--- config.mk ---
export PLATFORM = sky130hd
export DESIGN_NAME = port_power_pad_control
export DESIGN_NICKNAME = d
export VERILOG_FILES = /design/src/rtl/pad_ctrl_pkg.sv /design/src/rtl/port_power_pad_control.sv /design/src/rtl/supply_source_mux.sv
export SDC_FILE = /design/constraint.sdc
export NUM_CORES = 1
export LEC_CHECK = 0
export ABC_CLOCK_PERIOD_IN_PS = 2900
export BUFFER_PORTS_ARGS = -buffer_cell sky130_fd_sc_hd__buf_2
export CAP_MARGIN = 20
export CORE_MARGIN = 2
export CORE_UTILIZATION = 30
export DETAILED_ROUTE_END_ITERATION = 7
export PLACE_DENSITY_LB_ADDON = 0.12
export SLEW_MARGIN = 30
export SYNTH_ARGS = -nofsm -noshare
export SYNTH_HDL_FRONTEND = slang
export SYNTH_SLANG_ARGS = --single-unit
--- constraint.sdc ---
create_clock -name clk -period 2.9 [get_ports clk]
set_input_delay 0.435 -clock clk [delete_from_list [all_inputs] [get_ports clk]]
set_output_delay 0.435 -clock clk [all_outputs]
set_load 0.05 [all_outputs]
--- src/rtl/pad_ctrl_pkg.sv ---
// Constants and types shared by the port supply pad control block
package pad_ctrl_pkg;
  // Register offsets (byte addresses on the plain register port)
  localparam logic [15:0] LED_PU_OFS   = 16'h083f;
  localparam logic [15:0] PWR_PD_OFS   = 16'h092e;
  localparam logic [15:0] PWR_DIR_OFS  = 16'h0932;
  localparam logic [15:0] PWR_OUT_OFS  = 16'h0936;
  localparam logic [15:0] PWR_IN_OFS   = 16'h093a;
  localparam logic [15:0] PWR_PU_OFS   = 16'h093e;
  localparam logic [15:0] SEL1_OFS     = 16'h3c00;
  // Reset values
  localparam logic [7:0]  PAD_RST      = 8'h00;
  localparam logic [7:0]  SEL1_RST     = 8'h00;
  // Writable masks
  localparam logic [7:0]  LED_PU_MASK  = 8'hff;
  localparam logic [7:0]  PAD_MASK     = 8'hfe;
  localparam logic [7:0]  SEL1_MASK    = 8'hbf;
  // Field positions in the port 1 source register and the LED pull-up register
  localparam int          SHARED_BIT   = 7;
  localparam int          DISABLE_BIT  = 5;
  localparam int          FIXED_BIT    = 4;
  localparam int          LED_PU_BIT   = 0;
  // Source selection codes
  typedef enum logic [3:0] {
    SRC_OFF    = 4'h0,
    SRC_USB2   = 4'h1,
    SRC_USB3   = 4'h2,
    SRC_EITHER = 4'h3,
    SRC_GPIO   = 4'h4
  } supply_source_select_t;
endpackage

--- src/rtl/port_power_pad_control.sv ---
// Pad control for port supply switch pads, status LED pull-up and port 1 source
`timescale 1ns/1ps
`default_nettype none
// Notes on behaviour
// LED pull-up bit 0 enables pad pull-up
// Pull-down bits 7:1 per supply pad
// Direction bits 7:1: 0 input, 1 output
// Output bits 7:1 hold driven pad data
// Input register read-only, sampled pad levels
// Pull-up bits 7:1 per pad, bit 0 read-only
// Port 1 bit 7 selects shared pins
// Port 1 bit 5 disables port while set; a later write of 0 re-enables it
// Port 1 bit 4 reports fixed attachment
// Port 1 field 3:0 picks power source
// Source settings loaded once, never changed live; the block does not lock them, so a later write still takes effect
// Flag bits programmed before hub enumerates
// Pad drives only while direction is output
module port_power_pad_control (
  // Clock and reset
  input  wire logic       clk,
  input  wire logic       sys_rst,
  // Register port
  input  wire logic [15:0] reg_addr,
  input  wire logic [7:0]  reg_wdata,
  input  wire logic        reg_wr,
  input  wire logic        reg_rd,
  output logic [7:0]       reg_rdata,
  // Supply switch pads, bit 0 unused
  input  wire logic [7:0]  port_supply_switch_pad_i,
  output logic [7:0]       port_supply_switch_pad_o,
  output logic [7:0]       port_supply_switch_pad_oe,
  output logic [7:0]       supply_pad_pulldown_bits,
  output logic [7:0]       supply_pad_pullup_bits,
  // Status indicator pad
  output logic             status_indicator_pin_pullup,
  // Port 1 power sources and status
  input  wire logic        usb2_power,
  input  wire logic        usb3_power,
  input  wire logic        gpio_power,
  output logic             port1_power_on,
  output logic             port1_shared_pin,
  output logic             port1_disabled,
  output logic             fixed_attach_flag
);
  logic [7:0] led_pu_r, led_pu_nxt;
  logic [7:0] pd_r, pd_nxt;
  logic [7:0] dir_r, dir_nxt;
  logic [7:0] out_r, out_nxt;
  logic [7:0] in_r, in_nxt;
  logic [7:0] pu_r, pu_nxt;
  logic [7:0] sel1_r, sel1_nxt;
  logic [7:0] rdata_r, rdata_nxt;
  logic       mux_power;

  // Masked write merge: read-only and reserved read-only bits keep old value
  function automatic logic [7:0] merge(input logic [7:0] old, input logic [7:0] wd, input logic [7:0] msk);
    merge = (old & ~msk) | (wd & msk);
  endfunction

  // Register writes and input sampling
  always_comb begin
    led_pu_nxt = led_pu_r;
    pd_nxt     = pd_r;
    dir_nxt    = dir_r;
    out_nxt    = out_r;
    pu_nxt     = pu_r;
    sel1_nxt   = sel1_r;
    in_nxt     = port_supply_switch_pad_i & pad_ctrl_pkg::PAD_MASK;
    if (reg_wr) begin
      case (reg_addr)
        pad_ctrl_pkg::LED_PU_OFS:  led_pu_nxt = merge(led_pu_r, reg_wdata, pad_ctrl_pkg::LED_PU_MASK);
        // Reserved bit 0 kept writable, as printed
        pad_ctrl_pkg::PWR_PD_OFS:  pd_nxt  = reg_wdata;
        pad_ctrl_pkg::PWR_DIR_OFS: dir_nxt = reg_wdata;
        pad_ctrl_pkg::PWR_OUT_OFS: out_nxt = reg_wdata;
        pad_ctrl_pkg::PWR_PU_OFS:  pu_nxt  = merge(pu_r, reg_wdata, pad_ctrl_pkg::PAD_MASK);
        // Loaded by configuration; the block does not lock it
        pad_ctrl_pkg::SEL1_OFS:    sel1_nxt = merge(sel1_r, reg_wdata, pad_ctrl_pkg::SEL1_MASK);
        default: ;
      endcase
    end
  end

  // Read mux; unmapped addresses read zero
  always_comb begin
    rdata_nxt = 8'h00;
    if (reg_rd) begin
      case (reg_addr)
        pad_ctrl_pkg::LED_PU_OFS:  rdata_nxt = led_pu_r;
        pad_ctrl_pkg::PWR_PD_OFS:  rdata_nxt = pd_r;
        pad_ctrl_pkg::PWR_DIR_OFS: rdata_nxt = dir_r;
        pad_ctrl_pkg::PWR_OUT_OFS: rdata_nxt = out_r;
        pad_ctrl_pkg::PWR_IN_OFS:  rdata_nxt = in_r;
        pad_ctrl_pkg::PWR_PU_OFS:  rdata_nxt = pu_r;
        pad_ctrl_pkg::SEL1_OFS:    rdata_nxt = sel1_r;
        default:                   rdata_nxt = 8'h00;
      endcase
    end
  end

  always_ff @(posedge clk) begin
    if (sys_rst) begin
      led_pu_r <= pad_ctrl_pkg::PAD_RST;
      pd_r     <= pad_ctrl_pkg::PAD_RST;
      dir_r    <= pad_ctrl_pkg::PAD_RST;
      out_r    <= pad_ctrl_pkg::PAD_RST;
      in_r     <= pad_ctrl_pkg::PAD_RST;
      pu_r     <= pad_ctrl_pkg::PAD_RST;
      sel1_r   <= pad_ctrl_pkg::SEL1_RST;
      rdata_r  <= 8'h00;
    end else begin
      led_pu_r <= led_pu_nxt;
      pd_r     <= pd_nxt;
      dir_r    <= dir_nxt;
      out_r    <= out_nxt;
      in_r     <= in_nxt;
      pu_r     <= pu_nxt;
      sel1_r   <= sel1_nxt;
      rdata_r  <= rdata_nxt;
    end
  end

  supply_source_mux u_mux (
    .supply_source_select (sel1_r[3:0]),
    .port_disabled        (sel1_r[pad_ctrl_pkg::DISABLE_BIT]),
    .usb2_power           (usb2_power),
    .usb3_power           (usb3_power),
    .gpio_power           (gpio_power),
    .power_on             (mux_power)
  );

  // Pad drive; bit 0 has no pad, so never enabled
  assign port_supply_switch_pad_o    = out_r & pad_ctrl_pkg::PAD_MASK;
  assign port_supply_switch_pad_oe   = dir_r & pad_ctrl_pkg::PAD_MASK;
  assign supply_pad_pulldown_bits    = pd_r & pad_ctrl_pkg::PAD_MASK;
  assign supply_pad_pullup_bits      = pu_r & pad_ctrl_pkg::PAD_MASK;
  assign status_indicator_pin_pullup = led_pu_r[pad_ctrl_pkg::LED_PU_BIT];
  assign reg_rdata                   = rdata_r;
  assign port1_power_on              = mux_power;
  assign port1_shared_pin            = sel1_r[pad_ctrl_pkg::SHARED_BIT];
  assign port1_disabled              = sel1_r[pad_ctrl_pkg::DISABLE_BIT];
  assign fixed_attach_flag           = sel1_r[pad_ctrl_pkg::FIXED_BIT];

  // Address decode for the register port; anything else is a hole that reads zero
  function automatic logic is_mapped(input logic [15:0] a);
    case (a)
      pad_ctrl_pkg::LED_PU_OFS,
      pad_ctrl_pkg::PWR_PD_OFS,
      pad_ctrl_pkg::PWR_DIR_OFS,
      pad_ctrl_pkg::PWR_OUT_OFS,
      pad_ctrl_pkg::PWR_IN_OFS,
      pad_ctrl_pkg::PWR_PU_OFS,
      pad_ctrl_pkg::SEL1_OFS: is_mapped = 1'b1;
      default:                is_mapped = 1'b0;
    endcase
  endfunction
endmodule
`default_nettype wire

--- src/rtl/supply_source_mux.sv ---
// Port power source selection for one downstream port
`timescale 1ns/1ps
`default_nettype none
module supply_source_mux (
  // Selection
  input  wire logic [3:0] supply_source_select,
  input  wire logic       port_disabled,
  // Candidate sources
  input  wire logic       usb2_power,
  input  wire logic       usb3_power,
  input  wire logic       gpio_power,
  // Result
  output logic            power_on
);
  // Disabled ports never power up; reserved codes read as off
  always_comb begin
    power_on = 1'b0;
    case (supply_source_select)
      pad_ctrl_pkg::SRC_OFF:    power_on = 1'b0;
      pad_ctrl_pkg::SRC_USB2:   power_on = usb2_power;
      pad_ctrl_pkg::SRC_USB3:   power_on = usb3_power;
      pad_ctrl_pkg::SRC_EITHER: power_on = usb2_power | usb3_power;
      pad_ctrl_pkg::SRC_GPIO:   power_on = gpio_power;
      default:                  power_on = 1'b0;
    endcase
    if (port_disabled) begin
      power_on = 1'b0;
    end
  end
endmodule
`default_nettype wire

==> impl_metrics.json, run 1 <==
{
  "status": "finished clean",
  "fin_worst_skew_ps": 7.10,
  "clkSinkCount": 61,
  "synth_ff_type": "dfxtp_1",
  "syn-cell-area_um2": 2930,
  "worst_slew_pin_slew_ps": 684,
  "postCtsSetupBuffers": 0,
  "grt_max_degree": 30,
  "r2r_slack_ps": 1680,
  "dr.pass1.iters": 4,
  "insertion_delay_ps": 340,
  "first_iter_violations": 96,
  "ant_nets": 0,
  "ys_warn_count": 0,
  "synth_edf_count": 0,
  "fp.coreArea_um2": 9640,
  "crit_required_ps": 3160,
  "vdd_ir_drop_max_uv": 157,
  "dp_cells": 509,
  "drive_gt1_share_pct": 29.3,
  "dp_hpwl_mm": 6.30,
  "crit_path_max_incr_delay_ps": 700,
  "gr-max-usage-layer": "met2",
  "arrival_ps": 2430,
  "setup_viol": 0,
  "grt_use_total_pct": 16.8,
  "antenna_found_initial": 0,
  "overflow": 0,
  "avgSynthCellArea_um2": 8.84,
  "synthCells": 331,
  "drc": 0,
  "ys_async_sr_fraction_pct": 0,
  "synthDistinctLibCells": 45,
  "drv_cap": 0,
  "critical_path_peak_fanout": 8,
  "met2_usage_pct": 26.0,
  "netlist.area_leader.share_pct": 41.7,
  "reg2reg_to": "reg_rdata[2]",
  "clock_path_buffers": 2,
  "row_count": 36,
  "power.density_nw_per_um2": 471,
  "finalHoldViolCount": 0,
  "slew_headroom_pct": 54.3,
  "period_needed_ps": 2160,
  "postCtsHoldBufs": 0,
  "h-tree-depth": 3,
  "multiInputGateArea_um2": 1440,
  "crit-reg2reg-launch": "in_r[2]",
  "die_area_um2": 10600,
  "power_uw": 1630,
  "cts_tree": "built",
  "n_fill_cell": 1066,
  "die_w_um": 103,
  "fmax_mhz": 463,
  "cts-root-buf": "clkbuf_8",
  "ctsResizeCount": 0,
  "yosys-top-cells-area": "dfxtp_1 (42%), mux2i_1 (7.9%), buf_4 (6.7%), a21oi_1 (5.0%), nand3_1 (4.6%)",
  "critPathKind": "input port to flop",
  "startpoint": "reg_addr[7]",
  "synth_seq_cells": 61,
  "hp-class": "input port to flop",
  "num_vias": 2628,
  "yosys.area.top_type": "dfxtp_1",
  "synthTopCellsByCount": "dfxtp_1 (61), nand2_1 (34), a21oi_1 (29)",
  "critPathSlowestCell": "or4_1",
  "fin_crit_sh_pct": 74.6,
  "r2r_cells": 5,
  "grt_use_met1_pct": 23.0,
  "routed_via_density": 5.01,
  "drt-wirelength-per-cell_um": 16.6,
  "ff_latch_area_um2": 1220,
  "cts_buffers": 9,
  "min_from": "port_supply_switch_pad_i[2]",
  "setup_tns_ps": 0,
  "die-height_um": 103,
  "crit_end": "reg_rdata[2]",
  "instances_no_fill": 525,
  "yosysMostFrequentCell": "dfxtp_1",
  "diodes": 0,
  "slew_viol_final": 0,
  "ys_seq_area_share_pct": 41.7,
  "worstSetupEndpointType": "flop",
  "cp-start-kind": "input port",
  "clk_pin_slew_ps": 70,
  "place_congestion": 0.807,
  "p_leak_uw": 0.00153,
  "start_util_pct": 30.3,
  "grt_pass1_vias": 2399,
  "nets": 426,
  "whs_ps": 300,
  "io_buffers": 78,
  "grt_pass1_wl_mm": 13.2,
  "pin_count": 84,
  "wl_mm": 8.71,
  "met3_usage_pct": 2.58,
  "cp_cell_sequence": "buf_2, or4_4, or4_1, a21oi_2, o41ai_4, a31oi_1",
  "syn2layout_area_growth_pct": 18.6,
  "rsz0062_at_grt": "false"
}
cell families after synthesis:
kind of cell           count (synthesis)  synth area share (%)
multiplexers                          24                  8.25
other                                  1                 0.128
flip-flops                            61                  41.7
AND/OR/NAND/NOR                      133                  25.3
AO/OA/AOI/OAI                         65                  14.8
buffers and inverters                 47                  9.79
cells in the final DEF (no fill, tap or decap), drive strengths merged, types with 2 or more instances in the layout:
cell type  count
nand4          7
and3b          2
mux2i         23
clkbuf        10
clkinv         4
buf           87
or4b           3
or4bb          2
nand3         28
nand2         35
nor2b         12
and3           2
nor2          27
nor4b          2
conb           4
dfxtp         61
nand3b         2
clkinvlp       2
a22o           6
o21a           4
inv            2
or4            2
a21oi         30
a22oi         13
a31oi          5
nor4           3
sequential cells by signal, summed over array words and instances, names as in the netlist:
signal	count
sel1_r	7
led_pu_r	8
pu_r	7
dir_r	8
in_r	7
out_r	8
reg_rdata	8
pd_r	8
where the power goes:
part	internal, µW	leakage [µW]	switching (µW)
Clock	329	0.0000880	345
Combinational	36.4	0.000953	78.4
Sequential	842	0.000493	1.40
worst min-delay path by stage:
stage	endpoint	slack (ps)	depth (start not counted)
after floorplan	led_pu_r[1]	430	2
after global placement	led_pu_r[6]	440	2
after detailed placement	led_pu_r[4]	440	2
after CTS	in_r[1]	290	2
after global routing	in_r[2]	300	2
final	in_r[2]	300	2
per-layer routing:
layer | wire, µm | vias to the layer above
li1 | - | 1268
met1 | 4000 | 1262
met2 | 4070 | 83
met3 | 443 | 15
met4 | 197 | 0
met5 | 0 | -
stage by stage:
stage | worst slack, ps | util [%] | area [µm²]
floorplan | 669 | - | 2940
global placement | 363 | 34.0 | 3280
detailed placement | 398 | 34.2 | 3290
CTS | 753 | 36.0 | 3470
global route | 612 | 36.0 | 3470
finish | 738 | 36.0 | 3470
cell type report:
type                       count  area share [%]
multi-input combinational    226            41.5
sequential                    61            35.2
timing repair buffer          87            13.2
tap                          133            4.80
clock buffer                  10            3.97
clock inverter                 6            1.12
inverter                       2           0.216
critical path, delay by kind of cell:
kind,cells,cell delay [ps]
buffers and inverters,1,90
and+or+nand+nor,2,1300
AOI/OAI and AO/OA,3,600
Power figures use the tool's default switching activity.
==> run 2: changes to the inputs <==
--- a/config.mk
+++ b/config.mk
@@ -5,7 +5,7 @@
 export SDC_FILE = /design/constraint.sdc
 export NUM_CORES = 1
 export LEC_CHECK = 0
-export ABC_CLOCK_PERIOD_IN_PS = 2900
+export ABC_CLOCK_PERIOD_IN_PS = 2000
 export BUFFER_PORTS_ARGS = -buffer_cell sky130_fd_sc_hd__buf_2
 export CAP_MARGIN = 20
 export CORE_MARGIN = 2
==> constraint.sdc (replaced) <==
create_clock -name clk -period 2 [get_ports clk]
set_input_delay 0.3 -clock clk [delete_from_list [all_inputs] [get_ports clk]]
set_output_delay 0.3 -clock clk [all_outputs]
set_load 0.05 [all_outputs]
==> run 2 against run 1 <==
Core utilization rose by 2.3 points; critical path depth did not move; sequential power is 45% higher; design area up 6.3%; via count rose by 1.3%; register-to-register slack worse by 930 ps; largest power group unchanged; highest routed layer unchanged.
==> impl_metrics.json, run 2 (same netlist as run 1, synthesis figures left out) <==
{
  "finalHoldViolCount": 0,
  "h-tree-depth": 3,
  "hp-class": "input port to flop",
  "overflow": 0,
  "dp_hpwl_mm": 6.73,
  "arrival_ps": 2090,
  "dr.pass1.iters": 4,
  "cp_cell_sequence": "buf_2, or4_4, or4_4, nor2_1, nand3_1, a21oi_1",
  "status": "finished clean",
  "num_vias": 2663,
  "timing.final.ws_setup_ps": 186,
  "postCtsSetupBuffers": 0,
  "syn2layout_area_growth_pct": 26.1,
  "p_leak_uw": 0.00166,
  "p_comb_share_pct": 7.4,
  "mostFrequentLayoutCells": "buf_2 (78), dfxtp_1 (61), nand2_1 (34), a21oi_1 (29), buf_4 (28)",
  "place_congestion": 0.790,
  "grt_pass1_vias": 2570,
  "grt_use_total_pct": 17.5,
  "antenna_found_initial": 0,
  "vdd_ir_drop_max_uv": 225,
  "row_count": 36,
  "ctsResizeCount": 0,
  "sw_frac_of_total_pct": 24.3,
  "fin_area_um2": 3690,
  "cp_num_buf_inv": 1,
  "fp.coreArea_um2": 9640,
  "power.internal_uw": 1890,
  "pwr-share-seq_pct": 48.9,
  "pwr-share-clk_pct": 43.7,
  "drv_cap": 0,
  "setup_viol": 0,
  "drive_gt1_share_pct": 32.9,
  "grt_max_degree": 29,
  "clkSinkCount": 61,
  "wl_mm": 9.03,
  "clk_pin_slew_ps": 70,
  "critical_path_peak_fanout": 8,
  "p_sw_uw": 608,
  "slew_headroom_pct": 58.7,
  "fmax_mhz": 551,
  "die-height_um": 103,
  "crit_required_ps": 2270,
  "io_buffers": 78,
  "n_fill_cell": 1066,
  "crit_path_max_incr_delay_ps": 590,
  "nets": 447,
  "grt_pass1_wl_mm": 13.6,
  "period_needed_ps": 1810,
  "cp-start-kind": "input port",
  "critPathSlowestCell": "or4_4",
  "pin_count": 84,
  "layout_commonest_cell": "buf_2",
  "cts_tree": "built",
  "cts-root-buf": "clkbuf_8",
  "critPathTopFamily": "simple AND/OR/NAND/NOR gates",
  "place_area_um2": 3500,
  "insertion_delay_ps": 340,
  "cts_buffers": 9,
  "power.density_nw_per_um2": 678,
  "start_util_pct": 30.3,
  "fin_crit_sh_pct": 90.7,
  "drc": 0,
  "routed_via_density": 4.88,
  "drt-wirelength-per-cell_um": 16.5,
  "worst_slew_pin_slew_ps": 618,
  "die_area_um2": 10600,
  "pre_cts_ws_ps": -170,
  "diodes": 0,
  "die_w_um": 103,
  "clock_path_buffers": 2,
  "slew_viol_final": 0,
  "ant_nets": 0,
  "crit_top_cell": "or4_4",
  "postCtsHoldBufs": 0,
  "worstSetupEndpointType": "flop",
  "power_uw": 2500,
  "first_iter_violations": 121,
  "fin_worst_skew_ps": 5.40,
  "rsz0062_at_grt": "false",
  "critPathKind": "input port to flop"
}
run 2: routing by layer:
layer	vias up	GRT usage, %	routed length [µm]
li1	1311	-	-
met1	1267	23.0	4100
met2	75	28.0	4250
met3	10	4.00	532
met4	0	6.88	147
met5	-	0	0
run 2: final timing paths:
check | startpoint | to | slack [ps] | depth (start not counted)
worst min register to register | dir_r[0] | dir_r[0] | 450 | 2
worst max register to register | in_r[2] | reg_rdata[2] | 750 | 5
worst max-delay path | reg_addr[7] | reg_rdata[0] | 190 | 6
worst min-delay path | port_supply_switch_pad_i[3] | in_r[3] | 160 | 2
run 2: final cells by class:
class / instances / area (µm²) / area share [%]
repair buffers: 108 / 641 / 17.4
well taps: 133 / 166 / 4.51
flip-flops and latches: 61 / 1220 / 33.1
clock buffers: 12 / 145 / 3.93
clock inverters: 4 / 47.5 / 1.29
multi-input cells: 226 / 1460 / 39.6
inverters: 2 / 7.51 / 0.204
run 2: through the flow:
step                      hold slack (ps)  instances  setup TNS (ps)  util, %
final                                 160        546               0     38.3
after CTS                             146        546               0     38.3
after global placement                440        530           -4850     36.3
after detailed placement              443        530           -5010     36.3
after global routing                  161        546               0     38.3
after floorplan                       428        334            -315        -
run 2: power by group through the flow:
stage / clock, µW / combinational, µW / sequential (µW)
after floorplan: 0 / 93.9 / 1250
after global placement: 0 / 185 / 1250
after detailed placement: 0 / 185 / 1250
after CTS: 1120 / 186 / 1220
after global routing: 1190 / 199 / 1220
final: 1090 / 184 / 1220
==> run 3: changes to the inputs <==
--- a/config.mk
+++ b/config.mk
@@ -5,6 +5,7 @@
 export SDC_FILE = /design/constraint.sdc
 export NUM_CORES = 1
 export LEC_CHECK = 0
+export ABC_AREA = 1
 export ABC_CLOCK_PERIOD_IN_PS = 2000
 export BUFFER_PORTS_ARGS = -buffer_cell sky130_fd_sc_hd__buf_2
 export CAP_MARGIN = 20
==> run 3 against run 2 <==
Sequential share of layout area fell by 0.078 points; power rose by 0.14%; worst setup slack improved by 94 ps; combinational power fell by 9%; core utilization fell by 2.3 points; die area rose by 8.0%; synthesized area rose by 8.3%; global-route usage fell by 1.3 points; count of clock-buffer cells in the layout fell by 1; critical path type is now flop to primary output; critical endpoint is now port1_power_on; largest cell class unchanged.
==> impl_metrics.json, run 3 <==
{
  "status": "finished clean",
  "critPathKind": "flop to primary output",
  "place_congestion": 0.795,
  "critPathSlowestCell": "dfxtp_1",
  "finalHoldViolCount": 0,
  "ys_warn_count": 0,
  "nets": 544,
  "grt_pass1_wl_mm": 14.1,
  "crit_required_ps": 1700,
  "start_util_pct": 30.8,
  "overflow": 0,
  "vdd_ir_drop_max_uv": 256,
  "power.density_nw_per_um2": 678,
  "crit_path_max_incr_delay_ps": 360,
  "yosys-top-cells-area": "dfxtp_1 (39%), nand3_1 (8.5%), a21oi_1 (8.1%), inv_1 (8.1%), buf_4 (6.6%)",
  "drive_gt1_share_pct": 25.1,
  "diodes": 0,
  "n_fill_cell": 1194,
  "die-height_um": 107,
  "insertion_delay_ps": 350,
  "synthTopCellsByCount": "inv_1 (68), dfxtp_1 (61), nand3_1 (54)",
  "fin_crit_sh_pct": 86.0,
  "grt_max_degree": 30,
  "ys_seq_area_share_pct": 38.5,
  "period_needed_ps": 1720,
  "slew_viol_final": 0,
  "postCtsHoldBufs": 0,
  "cts_tree": "built",
  "drc": 0,
  "p_leak_uw": 0.00163,
  "synth_edf_count": 0,
  "wl_mm": 8.80,
  "mostFrequentLayoutCells": "buf_2 (78), inv_1 (68), dfxtp_1 (61), nand3_1 (54)",
  "dp_hpwl_mm": 6.64,
  "pin_count": 84,
  "synth_seq_cells": 61,
  "cts_buffers": 9,
  "fin_area_um2": 3700,
  "syn2layout_area_growth_pct": 16.7,
  "rsz0062_at_grt": "false",
  "antenna_found_initial": 0,
  "clk_pin_slew_ps": 70,
  "whs_ps": 161,
  "r2r_slack_ps": 1080,
  "num_vias": 2873,
  "netlist.area_leader.share_pct": 38.5,
  "place_area_um2": 3500,
  "yosysMostFrequentCell": "inv_1",
  "row_count": 37,
  "syn-cell-area_um2": 3170,
  "fin_worst_skew_ps": 9.07,
  "instances_no_fill": 645,
  "hp-class": "input port to flop",
  "layout_commonest_cell": "buf_2",
  "drt-wirelength-per-cell_um": 13.6,
  "synthDistinctLibCells": 24,
  "clock_path_buffers": 2,
  "critical_path_peak_fanout": 3,
  "timing.final.ws_setup_ps": 280,
  "die_area_um2": 11400,
  "cp-start-kind": "flop",
  "setup_viol": 0,
  "routed_via_density": 4.45,
  "fp.coreArea_um2": 10300,
  "clkSinkCount": 61,
  "cp_cell_sequence": "nand2_1, a2111oi_2, buf_2",
  "cts-root-buf": "clkbuf_8",
  "worstSetupEndpointType": "primary output",
  "first_iter_violations": 123,
  "dp_cells": 630,
  "avgSynthCellArea_um2": 7.09,
  "drv_cap": 0,
  "ant_nets": 0,
  "ctsResizeCount": 0,
  "synthCells": 447,
  "synth_ff_type": "dfxtp_1",
  "yosys.area.top_type": "dfxtp_1",
  "arrival_ps": 1420,
  "grt_use_total_pct": 16.2,
  "critPathTopFamily": "flip-flops",
  "h-tree-depth": 3,
  "setup_tns_ps": 0,
  "dr.pass1.iters": 4,
  "ys_async_sr_fraction_pct": 0,
  "postCtsSetupBuffers": 0,
  "cp_num_buf_inv": 1,
  "die_w_um": 107,
  "grt_pass1_vias": 2721,
  "io_buffers": 78,
  "fmax_mhz": 581,
  "pre_cts_ws_ps": 234
}
[run 3: cell types whose count changed in the layout (fill, tap and decap cells not counted), moves of 19 or more]
cell,delta
a21oi_1,+22
buf_4,-21
inv_1,+66
mux2i_1,-23
nand3_1,+27
o21ai_0,+27
o21ai_1,+19
[run 3: final timing paths]
kind / startpoint / cells past startpoint / to
hold / removal: port_supply_switch_pad_i[6] / 3 / in_r[6]
setup reg to reg: sel1_r[3] / 4 / reg_rdata[3]
setup / recovery: sel1_r[0] / 3 / port1_power_on
hold reg to reg: led_pu_r[7] / 2 / led_pu_r[7]
[run 3: layout make-up]
| type | count | area [µm²] | area share, % |
|---|---|---|---|
| sequential | 61 | 1220 | 33.0 |
| tap | 136 | 170 | 4.60 |
| timing repair buffer | 85 | 443 | 12.0 |
| inverter | 70 | 263 | 7.11 |
| clock inverter | 4 | 47.5 | 1.29 |
| multi-input combinational | 278 | 1400 | 37.9 |
| clock buffer | 11 | 151 | 4.09 |
[run 3: where the power goes]
part | switching (µW) | total (µW) | internal (µW)
Sequential | 1.90 | 1220 | 1220
Clock | 483 | 1110 | 632
Combinational | 114 | 167 | 53.1
Total | 599 | 2510 | 1910
[run 3: routing by layer]
layer  track usage, %  vias up  share of wire [%]  wire [µm]
met2             26.4       74                 45       3980
met4             5.94        0                1.6        142
li1                 -     1518                  -          -
met5                0        -                  0          0
met3             4.01       17                5.6        496
met1             20.8     1264                 47       4180
[run 3: kinds of logic (layout without fill, tap and decap cells)]
group	Yosys count	count (layout)	share of synthesized area, %
AO/OA/AOI/OAI	100	100	16.0
buffers and inverters	111	170	17.8
flip-flops	61	61	38.5
other	1	4	0.118
AND/OR/NAND/NOR	174	174	27.6
[run 3: worst min-delay path: stages]
cell	delay [ps]
buf_2	70
inv_1	30
nor2_1	60
[run 3: stage by stage]
step | util, % | power (µW)
after floorplan | - | 1350
after global placement | 34.0 | 1420
after detailed placement | 34.0 | 1420
after CTS | 36.0 | 2540
after global routing | 36.0 | 2600
final | 36.0 | 2510
